`src/common/cis_pkg.sv`:
```
// Purpose: constants and types for the cpu interrupt sequencer
// Assumes: one core clock of 40 MHz, active-low asynchronous reset
// Notes:   vector word addresses are per source index, source 0 lowest address, highest priority
//
// Overview of operation
// RULE1: core clock drives the sequencer directly, no internal divider anywhere.
// RULE2: two-operand alu op reads, computes and writes back in one cycle.
// RULE3: each source has its own vector; taken only with own and global enable.
// RULE4: either boot lock bit may suppress interrupts depending on program counter.
// RULE5: lower vector address wins; reset highest, then external request zero.
// RULE6: relocate select moves vector table to the boot flash start.
// RULE7: reset vector boot fuse fetches reset vector from boot flash start.
// RULE8: accepting an interrupt clears the global enable bit.
// RULE9: software setting global enable inside a handler allows nesting.
// RULE10: vectoring clears the hardware flag of a flag-type source.
// RULE11: writing one to a flag clears it; zero leaves it.
// RULE12: a flag event while disabled still sets and holds the flag.
// RULE13: flags pending during global disable are serviced later by priority.
// RULE14: level sources request only while condition present, never latched.
// RULE15: after return one main-program instruction runs before any interrupt.
// RULE16: handler software saves and restores the status word itself.
// RULE17: global disable acts at once, even against a same-cycle request.
// RULE18: the instruction after global enable runs before any interrupt.
// RULE19: entry takes four cycles pushing the program counter, then the vector.
// RULE20: a request during a multi-cycle instruction waits for its completion.
// RULE21: waking from sleep adds four cycles to entry.
// RULE22: return takes four cycles: pop pc, sp plus two, set global enable.
// RULE23: entry push decrements the stack pointer by two.
package cis_pkg;

    // ==========================================================
    // sizes
    localparam int         NSRC        = 8;
    localparam int         SRC_W       = 3;
    localparam int         PC_W        = 16;
    localparam int         SP_W        = 16;
    localparam logic [7:0] LEVEL_MASK  = 8'hc0;   // sources 6 and 7 are level type

    // ==========================================================
    // vectors and protection
    localparam logic [15:0] VEC_BASE_LOW   = 16'h0000;
    localparam logic [15:0] VEC_STRIDE     = 16'h0002;
    localparam logic [15:0] BOOT_START     = 16'hf000;   // default boot flash start
    localparam logic [15:0] SP_STEP        = 16'h0002;
    localparam logic [15:0] PC_STEP        = 16'h0001;

    // ==========================================================
    // timing
    localparam int         CLK_MHZ       = 40;
    localparam int         ENTRY_CYC     = 4;
    localparam int         WAKE_CYC      = 4;
    localparam int         RET_CYC       = 4;
    localparam logic [3:0] ENTRY_LAST    = 4'(ENTRY_CYC - 1);
    localparam logic [3:0] WAKE_ENTRY_LAST = 4'(ENTRY_CYC + WAKE_CYC - 1);
    localparam logic [3:0] RET_LAST      = 4'(RET_CYC - 1);

    // ==========================================================
    // alu operations
    typedef enum logic [2:0]
    {
        CIS_ADD = 3'b000,
        CIS_SUB = 3'b001,
        CIS_AND = 3'b010,
        CIS_OR  = 3'b011,
        CIS_XOR = 3'b100,
        CIS_MOV = 3'b101
    } cis_alu_op_t;

    typedef enum logic [1:0]
    {
        ST_RUN   = 2'b00,
        ST_ENTRY = 2'b01,
        ST_RET   = 2'b10
    } cis_state_t;

endpackage

```
`src/design/cis_flags.sv`:
```
// Purpose: per-source flag latch and request gating
// Assumes: events are one-cycle pulses on the core clock
// Notes:   set wins over any clear in the same cycle

module cis_flags
    import cis_pkg::*;
(
    input  wire logic            clk,
    input  wire logic            rst_n,
    input  wire logic [NSRC-1:0] event_in,
    input  wire logic [NSRC-1:0] level_in,
    input  wire logic [NSRC-1:0] enable,
    input  wire logic [NSRC-1:0] sw_clear,
    input  wire logic [NSRC-1:0] hw_clear,
    output logic      [NSRC-1:0] flag,
    output logic      [NSRC-1:0] request
);

    typedef struct packed
    {
        logic [NSRC-1:0] flag;
    } cis_flag_state_t;

    cis_flag_state_t st;
    cis_flag_state_t next_st;

    // ==========================================================
    // per-source latch
    genvar g;
    generate
        for (g = 0; g < NSRC; g++)
        begin : g_src
            if (LEVEL_MASK[g])
            begin : g_lvl
                // level sources keep no memory of a vanished condition
                assign next_st.flag[g] = 1'b0;
                assign request[g]      = level_in[g] & enable[g];   // RULE14
            end
            else
            begin : g_edge
                assign next_st.flag[g] = event_in[g] |
                                         (st.flag[g] & ~sw_clear[g] & ~hw_clear[g]); // RULE11 RULE12
                assign request[g]      = st.flag[g] & enable[g];    // RULE3
            end
        end
    endgenerate

    always_ff @(posedge clk or negedge rst_n)
    begin
        if (!rst_n)
            st <= '0;
        else
            st <= next_st;
    end

    assign flag = st.flag;

endmodule

```
`src/design/cis_alu.sv`:
```
// Purpose: single cycle two-register alu with write back
// Assumes: 32 x 8 register file, write back on the same edge
// Notes:   the file is small, so flops rather than a memory macro

module cis_alu
    import cis_pkg::*;
(
    input  wire logic        clk,
    input  wire logic        rst_n,
    input  wire logic        go,
    input  cis_alu_op_t      op,
    input  wire logic [4:0]  dst,
    input  wire logic [4:0]  src,
    output logic      [7:0]  result
);

    typedef struct packed
    {
        logic [31:0][7:0] regs;
        logic [7:0]       result;
    } cis_alu_state_t;

    cis_alu_state_t st;
    cis_alu_state_t next_st;
    logic [7:0]     a;
    logic [7:0]     b;
    logic [7:0]     r;

    always_comb
    begin
        next_st = st;
        a       = st.regs[dst];
        b       = st.regs[src];
        unique case (op)
            CIS_ADD: r = a + b;
            CIS_SUB: r = a - b;
            CIS_AND: r = a & b;
            CIS_OR:  r = a | b;
            CIS_XOR: r = a ^ b;
            CIS_MOV: r = b;
            default: r = a;
        endcase
        if (go)
        begin
            next_st.regs[dst] = r;      // RULE2
            next_st.result    = r;
        end
    end

    always_ff @(posedge clk or negedge rst_n)
    begin
        if (!rst_n)
        begin
            // each register wakes holding its own index, the only preload path
            st.result <= '0;
            for (int i = 0; i < 32; i++)
                st.regs[i] <= 8'(i);
        end
        else
            st <= next_st;
    end

    assign result = st.result;

endmodule

```
`src/design/cis_top.sv`:
```
// Purpose: interrupt acceptance, entry and return sequencing for the core
// Assumes: pipeline reports instruction completion with INSN_DONE
// Notes:   status word save is left to handler software

module cis_top
    import cis_pkg::*;
(
    input  wire logic              CLK,
    input  wire logic              RSTN,
    input  wire logic [NSRC-1:0]   SRC_EVENT,
    input  wire logic [NSRC-1:0]   SRC_LEVEL,
    input  wire logic [NSRC-1:0]   SRC_ENABLE,
    input  wire logic [NSRC-1:0]   FLAG_WRITE,
    input  wire logic              INSN_DONE,
    input  wire logic              OP_SEI,
    input  wire logic              OP_CLI,
    input  wire logic              OP_RETURN_FROM_IRQ_OP,
    input  wire logic              SLEEPING,
    input  wire logic [PC_W-1:0]   PC_NOW,
    input  wire logic [PC_W-1:0]   POP_PC,
    input  wire logic              VECTOR_RELOCATE_SELECT,
    input  wire logic              RESET_VECTOR_BOOT_FUSE,
    input  wire logic              APP_SECTION_BOOT_LOCK,
    input  wire logic              BOOT_SECTION_BOOT_LOCK,
    input  wire logic [15:0]       BOOT_START_ADDR,
    input  wire logic              ALU_GO,
    input  cis_alu_op_t            ALU_OP,
    input  wire logic [4:0]        ALU_DST,
    input  wire logic [4:0]        ALU_SRC,
    output logic                   GLOBAL_ENABLE,
    output logic [NSRC-1:0]        FLAGS,
    output logic                   STALL,
    output logic                   PUSH_PC,
    output logic                   LOAD_PC,
    output logic [PC_W-1:0]        NEW_PC,
    output logic [SP_W-1:0]        STACK_PTR,
    output logic [PC_W-1:0]        RESET_VECTOR,
    output logic                   IRQ_TAKEN,
    output logic [SRC_W-1:0]       IRQ_SOURCE,
    output logic [7:0]             ALU_RESULT
);

    typedef struct packed
    {
        cis_state_t       state;
        logic             gie;
        logic             hold_one;     // one more instruction before next entry
        logic [3:0]       cnt;
        logic [3:0]       last;
        logic [SRC_W-1:0] src;
        logic             stall;
        logic             push_pc;
        logic             load_pc;
        logic [PC_W-1:0]  new_pc;
        logic [SP_W-1:0]  sp;
        logic [PC_W-1:0]  rst_vec;
        logic             taken;
        logic [NSRC-1:0]  hw_clear;
    } cis_state_s_t;

    cis_state_s_t    st;
    cis_state_s_t    next_st;
    logic [NSRC-1:0] request;
    logic [NSRC-1:0] flag;
    logic [NSRC-1:0] hw_clear_now;
    logic            any_req;
    logic [SRC_W-1:0] win;
    logic            locked;
    logic [15:0]     vec_base;
    logic [15:0]     boot_lo;

    // ==========================================================
    // source flags and gating
    cis_flags u_flags
    (
        .clk      (CLK),
        .rst_n    (RSTN),
        .event_in (SRC_EVENT),
        .level_in (SRC_LEVEL),
        .enable   (SRC_ENABLE),
        .sw_clear (FLAG_WRITE),     // RULE11
        .hw_clear (hw_clear_now),
        .flag     (flag),
        .request  (request)
    );

    // ==========================================================
    // register file and alu
    cis_alu u_alu
    (
        .clk    (CLK),
        .rst_n  (RSTN),
        .go     (ALU_GO),
        .op     (ALU_OP),
        .dst    (ALU_DST),
        .src    (ALU_SRC),
        .result (ALU_RESULT)
    );

    // ==========================================================
    // priority and protection
    always_comb
    begin
        win     = '0;
        any_req = 1'b0;
        for (int i = NSRC - 1; i >= 0; i--)
        begin
            if (request[i])
            begin
                win     = SRC_W'(i);    // RULE5
                any_req = 1'b1;
            end
        end
    end

    // boot lock: suppress while executing outside the section the lock guards
    assign boot_lo = BOOT_START_ADDR;
    assign locked  = (APP_SECTION_BOOT_LOCK  & (PC_NOW >= boot_lo)) |
                     (BOOT_SECTION_BOOT_LOCK & (PC_NOW <  boot_lo));   // RULE4
    assign vec_base = VECTOR_RELOCATE_SELECT ? boot_lo : VEC_BASE_LOW; // RULE6
    assign hw_clear_now = st.hw_clear;

    // ==========================================================
    // sequencer
    always_comb
    begin
        next_st          = st;
        next_st.push_pc  = 1'b0;
        next_st.load_pc  = 1'b0;
        next_st.taken    = 1'b0;
        next_st.hw_clear = '0;
        next_st.rst_vec  = RESET_VECTOR_BOOT_FUSE ? boot_lo : VEC_BASE_LOW;  // RULE7
        if (OP_SEI)
            next_st.gie = 1'b1;         // RULE9
        if (OP_CLI)
            next_st.gie = 1'b0;
        unique case (st.state)
            ST_RUN:
            begin
                next_st.stall = 1'b0;
                if (INSN_DONE && !OP_SEI)
                    next_st.hold_one = 1'b0;    // RULE15 RULE18
                if (OP_SEI)
                    next_st.hold_one = 1'b1;    // RULE18
                if (OP_RETURN_FROM_IRQ_OP)
                begin
                    next_st.state = ST_RET;
                    next_st.cnt   = '0;
                    next_st.stall = 1'b1;
                end
                // cli in this cycle wins; gated by current gie and done
                else if (st.gie && !OP_CLI && !st.hold_one && INSN_DONE &&
                         any_req && !locked)    // RULE3 RULE13 RULE17 RULE20
                begin
                    next_st.state   = ST_ENTRY;
                    next_st.src     = win;
                    next_st.gie     = 1'b0;     // RULE8
                    next_st.cnt     = '0;
                    next_st.last    = SLEEPING ? WAKE_ENTRY_LAST : ENTRY_LAST; // RULE21
                    next_st.stall   = 1'b1;
                    next_st.taken   = 1'b1;
                    next_st.push_pc = 1'b1;
                    next_st.sp      = st.sp - SP_STEP;   // RULE23
                    next_st.hw_clear = NSRC'(1) << win;  // RULE10
                end
            end
            ST_ENTRY:
            begin
                next_st.cnt = st.cnt + 4'h1;
                if (st.cnt == st.last)                   // RULE19
                begin
                    next_st.state   = ST_RUN;
                    next_st.stall   = 1'b0;
                    next_st.load_pc = 1'b1;
                    next_st.new_pc  = vec_base + VEC_STRIDE +
                                      16'(st.src) * VEC_STRIDE;
                end
            end
            ST_RET:
            begin
                next_st.cnt = st.cnt + 4'h1;
                if (st.cnt == RET_LAST)                  // RULE22
                begin
                    next_st.state    = ST_RUN;
                    next_st.stall    = 1'b0;
                    next_st.load_pc  = 1'b1;
                    next_st.new_pc   = POP_PC + PC_STEP;
                    next_st.sp       = st.sp + SP_STEP;
                    next_st.gie      = 1'b1;
                    next_st.hold_one = 1'b1;             // RULE15
                end
            end
            default:
                next_st.state = ST_RUN;
        endcase
    end

    // single clock straight from the pin, no divider in the path
    always_ff @(posedge CLK or negedge RSTN)   // RULE1
    begin
        if (!RSTN)
            st <= '0;
        else
            st <= next_st;
    end

    // ==========================================================
    // outputs
    assign GLOBAL_ENABLE = st.gie;
    assign FLAGS         = flag;
    assign STALL         = st.stall;
    assign PUSH_PC       = st.push_pc;
    assign LOAD_PC       = st.load_pc;
    assign NEW_PC        = st.new_pc;
    assign STACK_PTR     = st.sp;
    assign RESET_VECTOR  = st.rst_vec;
    assign IRQ_TAKEN     = st.taken;
    assign IRQ_SOURCE    = st.src;

endmodule

```
`config.mk`:
```
export PLATFORM = sky130hd
export DESIGN_NAME = cis_top
export DESIGN_NICKNAME = d
export VERILOG_FILES = /design/src/common/cis_pkg.sv /design/src/design/cis_flags.sv /design/src/design/cis_alu.sv /design/src/design/cis_top.sv
export SDC_FILE = /design/constraint.sdc
export NUM_CORES = 1
export LEC_CHECK = 0
export ABC_CLOCK_PERIOD_IN_PS = 9000
export BUFFER_PORTS_ARGS = -buffer_cell sky130_fd_sc_hd__buf_4
export CORE_MARGIN = 4
export CORE_UTILIZATION = 56
export DETAILED_ROUTE_END_ITERATION = 6
export PLACE_DENSITY = 0.76
export SLEW_MARGIN = 20
export SYNTH_ARGS = -nofsm -noshare
export SYNTH_HDL_FRONTEND = slang
export SYNTH_SLANG_ARGS = --single-unit
export TNS_END_PERCENT = 30
```
`constraint.sdc`:
```
create_clock -name CLK -period 9 [get_ports CLK]
set_clock_uncertainty 0.2 [all_clocks]
set_input_delay 1.35 -clock CLK [delete_from_list [all_inputs] [get_ports CLK]]
set_output_delay 1.35 -clock CLK [all_outputs]
set_load 0.02 [all_outputs]
```
==> metrics, run 1 <==
status=finished, final reports clean; Yosys reg bits=between 300 and 400; Worst Hold End=u_alu.st[250]; TritonCTS Sinks=339; Critical Path Fanout Max=40; htree depth=2; quantity of hold-fixing buffers added after cts=0; prevailing post-synth register cell=dfrtp_1; RSZ-0062 raised after global routing=false; total grt overflow=0; worst slew pin tran=1060 ps; Peak VDD IR=173.0 uV; CP Data Arrival Time=6770 ps; syn_area_per_cell=about 10 um^2; wire per inst=21.88 um; gr usage total=28.46%; LEAKAGE=between 9 and 10 nW; setup bufs post-CTS=0; vias in the first global route=16240; Final Util=a little under two thirds; ys async rst share=between 90% and 100%; worst r2r path cells=19; gp weighted congestion=0.9680; CTS Buf Count=38; CTS tree=done; WS Path Type=primary input to register; number of I/O pins=roughly 180; Routed WL=55.31 mm; metal3 WL=5.643 mm; R2R setup slack=3600 ps; die area=38660 um^2; clock latency on the worst-skew pair=520 ps; first-pass GRT wire length=88.06 mm; Top Layer Used=met4; area leader, netlist=dfrtp_1; Synth area leaders=dfrtp_1, mux4_2, dfstp_2; Slew HR=29.14%; TritonRoute pass-1 iters=6; largest net degree at the start of global routing=105; HP Class=register to register; Setup violations, final=0; CP Capture Type=register; Syn Std Cell Area=between 15000 and 20000 um^2; Via density=approximately 6.3; min Tclk post-route=6621 ps; Pwr per Cell Area=257.5 nW/um^2; worst r2r src=u_alu.st[185]; DRC=0; Achievable Freq=around 0.15 GHz; Worst Min Path Start=u_alu.st[250]; initial antenna violation count=0; met2 WL=approximately 27 mm; Initial Util=57.26%; CTS Root Cell=clkbuf_16; hold path cells=2; DRT antenna net count=0; Startpoint Class=primary input; Core ar.=34800 um^2; via count=roughly 16000; Final Slew Violations=0; final net count=around 2200; Post-synth EDFFs=0; Worst EP required=just over 9000 ps; synthesized netlist cell count=~2000; Synth top area share=32.53%; Max Cap Viol=0; worst r2r dst=u_alu.st[207]; fraction of layout cells with a size suffix above 1=between 20% and 30%; Core Rows=68; register area share after synthesis=43.08%; P&R area growth vs syn=11.75%; Starting DRT DRC Count=1707; count of cell types in the netlist=78; clk slew on worst S/H paths=60 ps; IO Port Bufs=approximately 160; warnings from Yosys=0; CTS max path bufs=3; Die Y=just under 200 um; setup tns final=0 ps; Hold Fails Final Rpt=0; Die W=196.6 um; post-CTS sizing=0; M1 WL=20.70 mm; Final Cycle Share=73.56%; hpwl dp=38.62 mm
-- where the power goes --
group          total [mW]  internal, mW  switching (mW)
combinational        1.68         0.751           0.927
sequential           2.31          1.98           0.331
clock                1.75          1.09           0.653
-- layout make-up --
class	count	area, um^2
inverter	69	259.0
timing repair buffer	182	1381
clock inverter	11	212.7
multi-input combinational	1412	10050
sequential	339	8583
antenna	1	2.502
clock buffer	59	1204
fill	2700	12530
tap	455	569.3
-- per-stage QoR --
step	std cells	hold slack, ps	power [mW]	cell area (um^2)	setup WS (ps)
2_1_floorplan	1996	242.1	3.486	19930	3556
3_3_place_gp	2457	255.3	3.877	20840	1997
3_5_place_dp	2457	256.6	3.962	20840	1939
4_1_cts	2527	266.8	5.718	22250	2441
5_1_grt	2527	288.8	6.029	22260	2049
6_report	2528	266.6	5.733	22270	2379
-- cell usage after synthesis (all sizes together) (5+ instances only) --
master / count
and2: 28
nor3: 26
a21boi: 6
nand2b: 8
a22o: 16
mux2i: 19
o22ai: 36
clkbuf: 65
a21oi: 135
a31oi: 17
buf: 111
a221oi: 5
or3: 7
o31ai: 5
a21o: 19
nand3: 38
and3: 18
xor2: 14
nor2b: 12
o21ai: 174
a211oi: 6
nand3b: 5
dfrtp: 259
inv: 67
a22oi: 30
or2: 5
dfstp: 80
nor2: 174
nand2: 328
mux4: 122
ha: 54
xnor2: 28
mux2: 12
nand4: 13
-- flip-flops by register name (all words and copies together) (netlist names) --
signal         count
IRQ_SOURCE         3
RESET_VECTOR      16
u_alu.result       8
st                 9
GLOBAL_ENABLE      1
STACK_PTR         15
NEW_PC            16
u_flags.flag       6
hw_clear_now       6
LOAD_PC            1
STALL              1
u_alu.st         256
PUSH_PC            1
-- routing by layer --
| metal | GRT usage (%) | vias to the layer above |
|---|---|---|
| met5 | 0 | - |
| met4 | 10.14 | 0 |
| met3 | 7.692 | 140 |
| met2 | 47.64 | 834 |
| met1 | 36.04 | 7850 |
| li1 | - | 7155 |
-- critical path, stage by stage --
cell and delay [ps]:
buf_4 540, buf_4 410, mux4_2 350, mux4_2 520
clkinv_1 80, a21oi_2 110, inv_1 120, ha_1 240
a21o_1 190, inv_1 60, ha_1 210, nor2b_1 120
o21ai_0 230, a21boi_0 160, o21ai_0 200, nand2b_1 120
a31o_2 260, xnor3_2 400, a21oi_4 830, a31oi_1 200
-- cell usage in the layout (no fill, tap or decap), types with 11 or more instances in the layout --
| master | instances |
|---|---|
| clkbuf_8 | 11 |
| a21o_1 | 19 |
| mux2_2 | 12 |
| nand2_1 | 328 |
| a31oi_1 | 17 |
| mux4_2 | 121 |
| buf_4 | 179 |
| nor2b_1 | 12 |
| and3_1 | 18 |
| xnor2_1 | 28 |
| clkbuf_16 | 41 |
| o21ai_0 | 169 |
| dfrtp_1 | 259 |
| xor2_1 | 14 |
| nor3_1 | 25 |
| a22oi_1 | 30 |
| a21oi_1 | 124 |
| nand4_1 | 13 |
| nand3_1 | 38 |
| and2_1 | 25 |
| mux2i_1 | 19 |
| ha_1 | 54 |
| a22o_1 | 16 |
| dfstp_2 | 80 |
| nor2_1 | 173 |
| inv_1 | 65 |
| o22ai_1 | 35 |
-- how the worst max path moves through the flow --
| stage | startpoint | end | slack (ps) |
|---|---|---|---|
| after floorplan | ALU_SRC[0] | u_alu.st[247] | 3560 |
| after global placement | ALU_SRC[1] | u_alu.st[143] | 2000 |
| after detailed placement | ALU_SRC[1] | u_alu.st[175] | 1940 |
| after CTS | ALU_SRC[1] | u_alu.st[207] | 2440 |
| after global routing | ALU_SRC[1] | u_alu.st[79] | 2050 |
| final | ALU_SRC[1] | u_alu.st[207] | 2380 |
-- cell families (layout without fill, tap and decap cells) --
group	Yosys count	after routing	share of synthesized area, %
mux	153	153	15.44
flops	339	339	43.08
xor+xnor	43	43	1.965
compound gates	474	474	14.17
buf+inv	245	321	6.631
simple gates	683	683	15.11
fa+ha+maj	56	56	3.592
other cells	1	4	0.01882
No activity file was read; power rests on OpenSTA's default activity.
==> run 2: changes to the inputs <==
--- a/config.mk
+++ b/config.mk
@@ -5,12 +5,13 @@
 export SDC_FILE = /design/constraint.sdc
 export NUM_CORES = 1
 export LEC_CHECK = 0
-export ABC_CLOCK_PERIOD_IN_PS = 9000
+export ABC_AREA = 1
+export ABC_CLOCK_PERIOD_IN_PS = 5740
 export BUFFER_PORTS_ARGS = -buffer_cell sky130_fd_sc_hd__buf_4
 export CORE_MARGIN = 4
-export CORE_UTILIZATION = 56
+export CORE_UTILIZATION = 55
 export DETAILED_ROUTE_END_ITERATION = 6
-export PLACE_DENSITY = 0.76
+export PLACE_DENSITY = 0.77
 export SLEW_MARGIN = 20
 export SYNTH_ARGS = -nofsm -noshare
 export SYNTH_HDL_FRONTEND = slang
==> constraint.sdc (replaced) <==
create_clock -name CLK -period 5.74 [get_ports CLK]
set_clock_uncertainty 0.2 [all_clocks]
set_input_delay 0.861 -clock CLK [delete_from_list [all_inputs] [get_ports CLK]]
set_output_delay 0.861 -clock CLK [all_outputs]
set_load 0.02 [all_outputs]
==> metrics, run 2 <==
gp weighted congestion=0.9950; TritonCTS Sinks=339; IO Port Bufs=roughly 160; Achievable Freq=approximately 0.21 GHz; Core ar.=36790 um^2; setup bufs post-CTS=0; Critical Path Fanout Max=53; count of cell types in the netlist=55; CTS tree=done; DRT antenna net count=0; Worst EP required=5930 ps; hpwl dp=roughly 43 mm; quantity of hold-fixing buffers added after cts=0; RSZ-0062 raised after global routing=false; fraction of layout cells with a size suffix above 1=13.83%; post-synthesis xor/xnor area fraction=0.8075%; Slew HR=24.31%; worst r2r path cells=24; warnings from Yosys=0; final non-filler cell total=between 3000 and 4000; Final Util=62.71%; number of I/O pins=between 150 and 200; Post-Synth Adder-Cell Area=3.473%; most common cell after layout, fill and taps aside=nand2_1; htree depth=2; CTS max path bufs=3; DP Cell Count=3261; status=finished, final reports clean; Synth top area share=31.45%; wire per inst=approximately 19 um; gr usage total=30.82%; WP buf/inv=5; Core Rows=70; CP Capture Type=register; CTS Root Cell=clkbuf_16; register area share after synthesis=41.65%; most frequent cells in the layout=nand2_1, dfrtp_1, nand3_1; Compound-Gate Fraction of Synth Area=around 15%; antenna cells=0; Setup violations, final=0; HP Class=primary input to async pin; WS Path Type=primary input to register; area leader, netlist=dfrtp_1; Starting DRT DRC Count=1996; Initial Util=a little under three fifths; Hold Fails Final Rpt=0; CTS Buf Count=39; Post-synth EDFFs=0; LEAKAGE=approximately 11 nW; setup tns final=0 ps; vias in the first global route=19290; CP Data Arrival Time=approximately 5000 ps; most frequent CP cell=nand2_1; ys async rst share=100.0%; max reg flops=256; worst r2r dst=u_alu.st[30]; most frequent cell after synthesis=nand2_1; via count=20050; DRC=0; R2R setup slack=1420 ps; prevailing post-synth register cell=dfrtp_1; delay-heaviest family, CP=simple AND/OR/NAND/NOR gates; Final Slew Violations=0; Tot Pwr=8.258 mW; Die Y=~200 um; synthesized netlist cell count=between 2000 and 3000; Synth area leaders=dfrtp_1, nand2_1, dfstp_2; Max Cap Viol=0; Max stage delay on crit path=around 440 ps; Startpoint Class=primary input; main combinational cell family by area after synthesis=simple AND/OR/NAND/NOR gates; min Tclk post-route=~4800 ps; Synth Area in Simple Gates=29.52%; largest net degree at the start of global routing=124; TritonRoute pass-1 iters=6; clock latency on the worst-skew pair=540 ps; initial antenna violation count=1; Routed WL=64.24 mm; clk slew on worst S/H paths=60 ps; Synth top cells by count=nand2_1, dfrtp_1, nand3_1; Via density=6.018; Yosys reg bits=around 340; Final Cycle Share=82.93%; Syn Std Cell Area=approximately 21000 um^2; Peak VDD IR=262.4 uV; critical path's slowest cell=fa_1; die area=40630 um^2; Pwr per Cell Area=358.0 nW/um^2; syn_area_per_cell=~7.4 um^2; largest register by flop count=u_alu.st; post-synthesis mux area share=0%; final net count=2995; post-CTS sizing=0; P&R area growth vs syn=11.93%; first-pass GRT wire length=around 100 mm; total grt overflow=0; worst r2r src=u_alu.st[65]; Die W=201.6 um; worst slew pin tran=1127 ps
==> run 2: how the worst max path moves through the flow <==
stage / depth (start not counted) / startpoint / endpoint
after floorplan: 27 / ALU_SRC[0] / u_alu.st[190]
after global placement: 27 / ALU_SRC[0] / u_alu.st[230]
after detailed placement: 27 / ALU_SRC[0] / u_alu.st[30]
after CTS: 27 / ALU_SRC[0] / u_alu.st[238]
after global routing: 26 / ALU_SRC[0] / u_alu.result[7]
final: 27 / ALU_SRC[0] / u_alu.st[30]
==> run 2: kinds of logic after synthesis <==
logic type / Yosys count
simple gates: 1460
compound gates: 523
buf+inv: 403
flops: 339
fa+ha+maj: 56
xor+xnor: 19
other cells: 1
==> run 2: where the power goes <==
part | internal [mW] | switching, mW
logic | 0.811 | 1.44
registers | 2.92 | 0.405
clock network | 1.66 | 1.03
==> run 2: layout make-up <==
type	instances	area, um^2
multi-input cells	2061	10090
well taps	468	585.6
fillers	3200	13720
repair buffers	203	1707
clock inverters	15	240.2
flip-flops and latches	339	8583
inverters	190	714.4
clock buffers	56	1142
==> run 2: metrics by stage <==
step	setup slack, ps	area, um^2	hold WS [ps]
finish	979.7	23070	203.8
global route	670.6	23070	287.3
CTS	1045	23070	243.4
detailed placement	497.7	21680	270.3
global placement	542.5	21680	266.6
floorplan	1315	20620	249.7
==> run 2: metal layers <==
metal  vias to the layer above  GRT usage (%)  wire length, um
li1                       9226              -                -
met1                      9486          40.26            25240
met2                      1127          50.02            29530
met3                       211          5.979             6275
met4                         2          13.92             3181
met5                         -              0               16
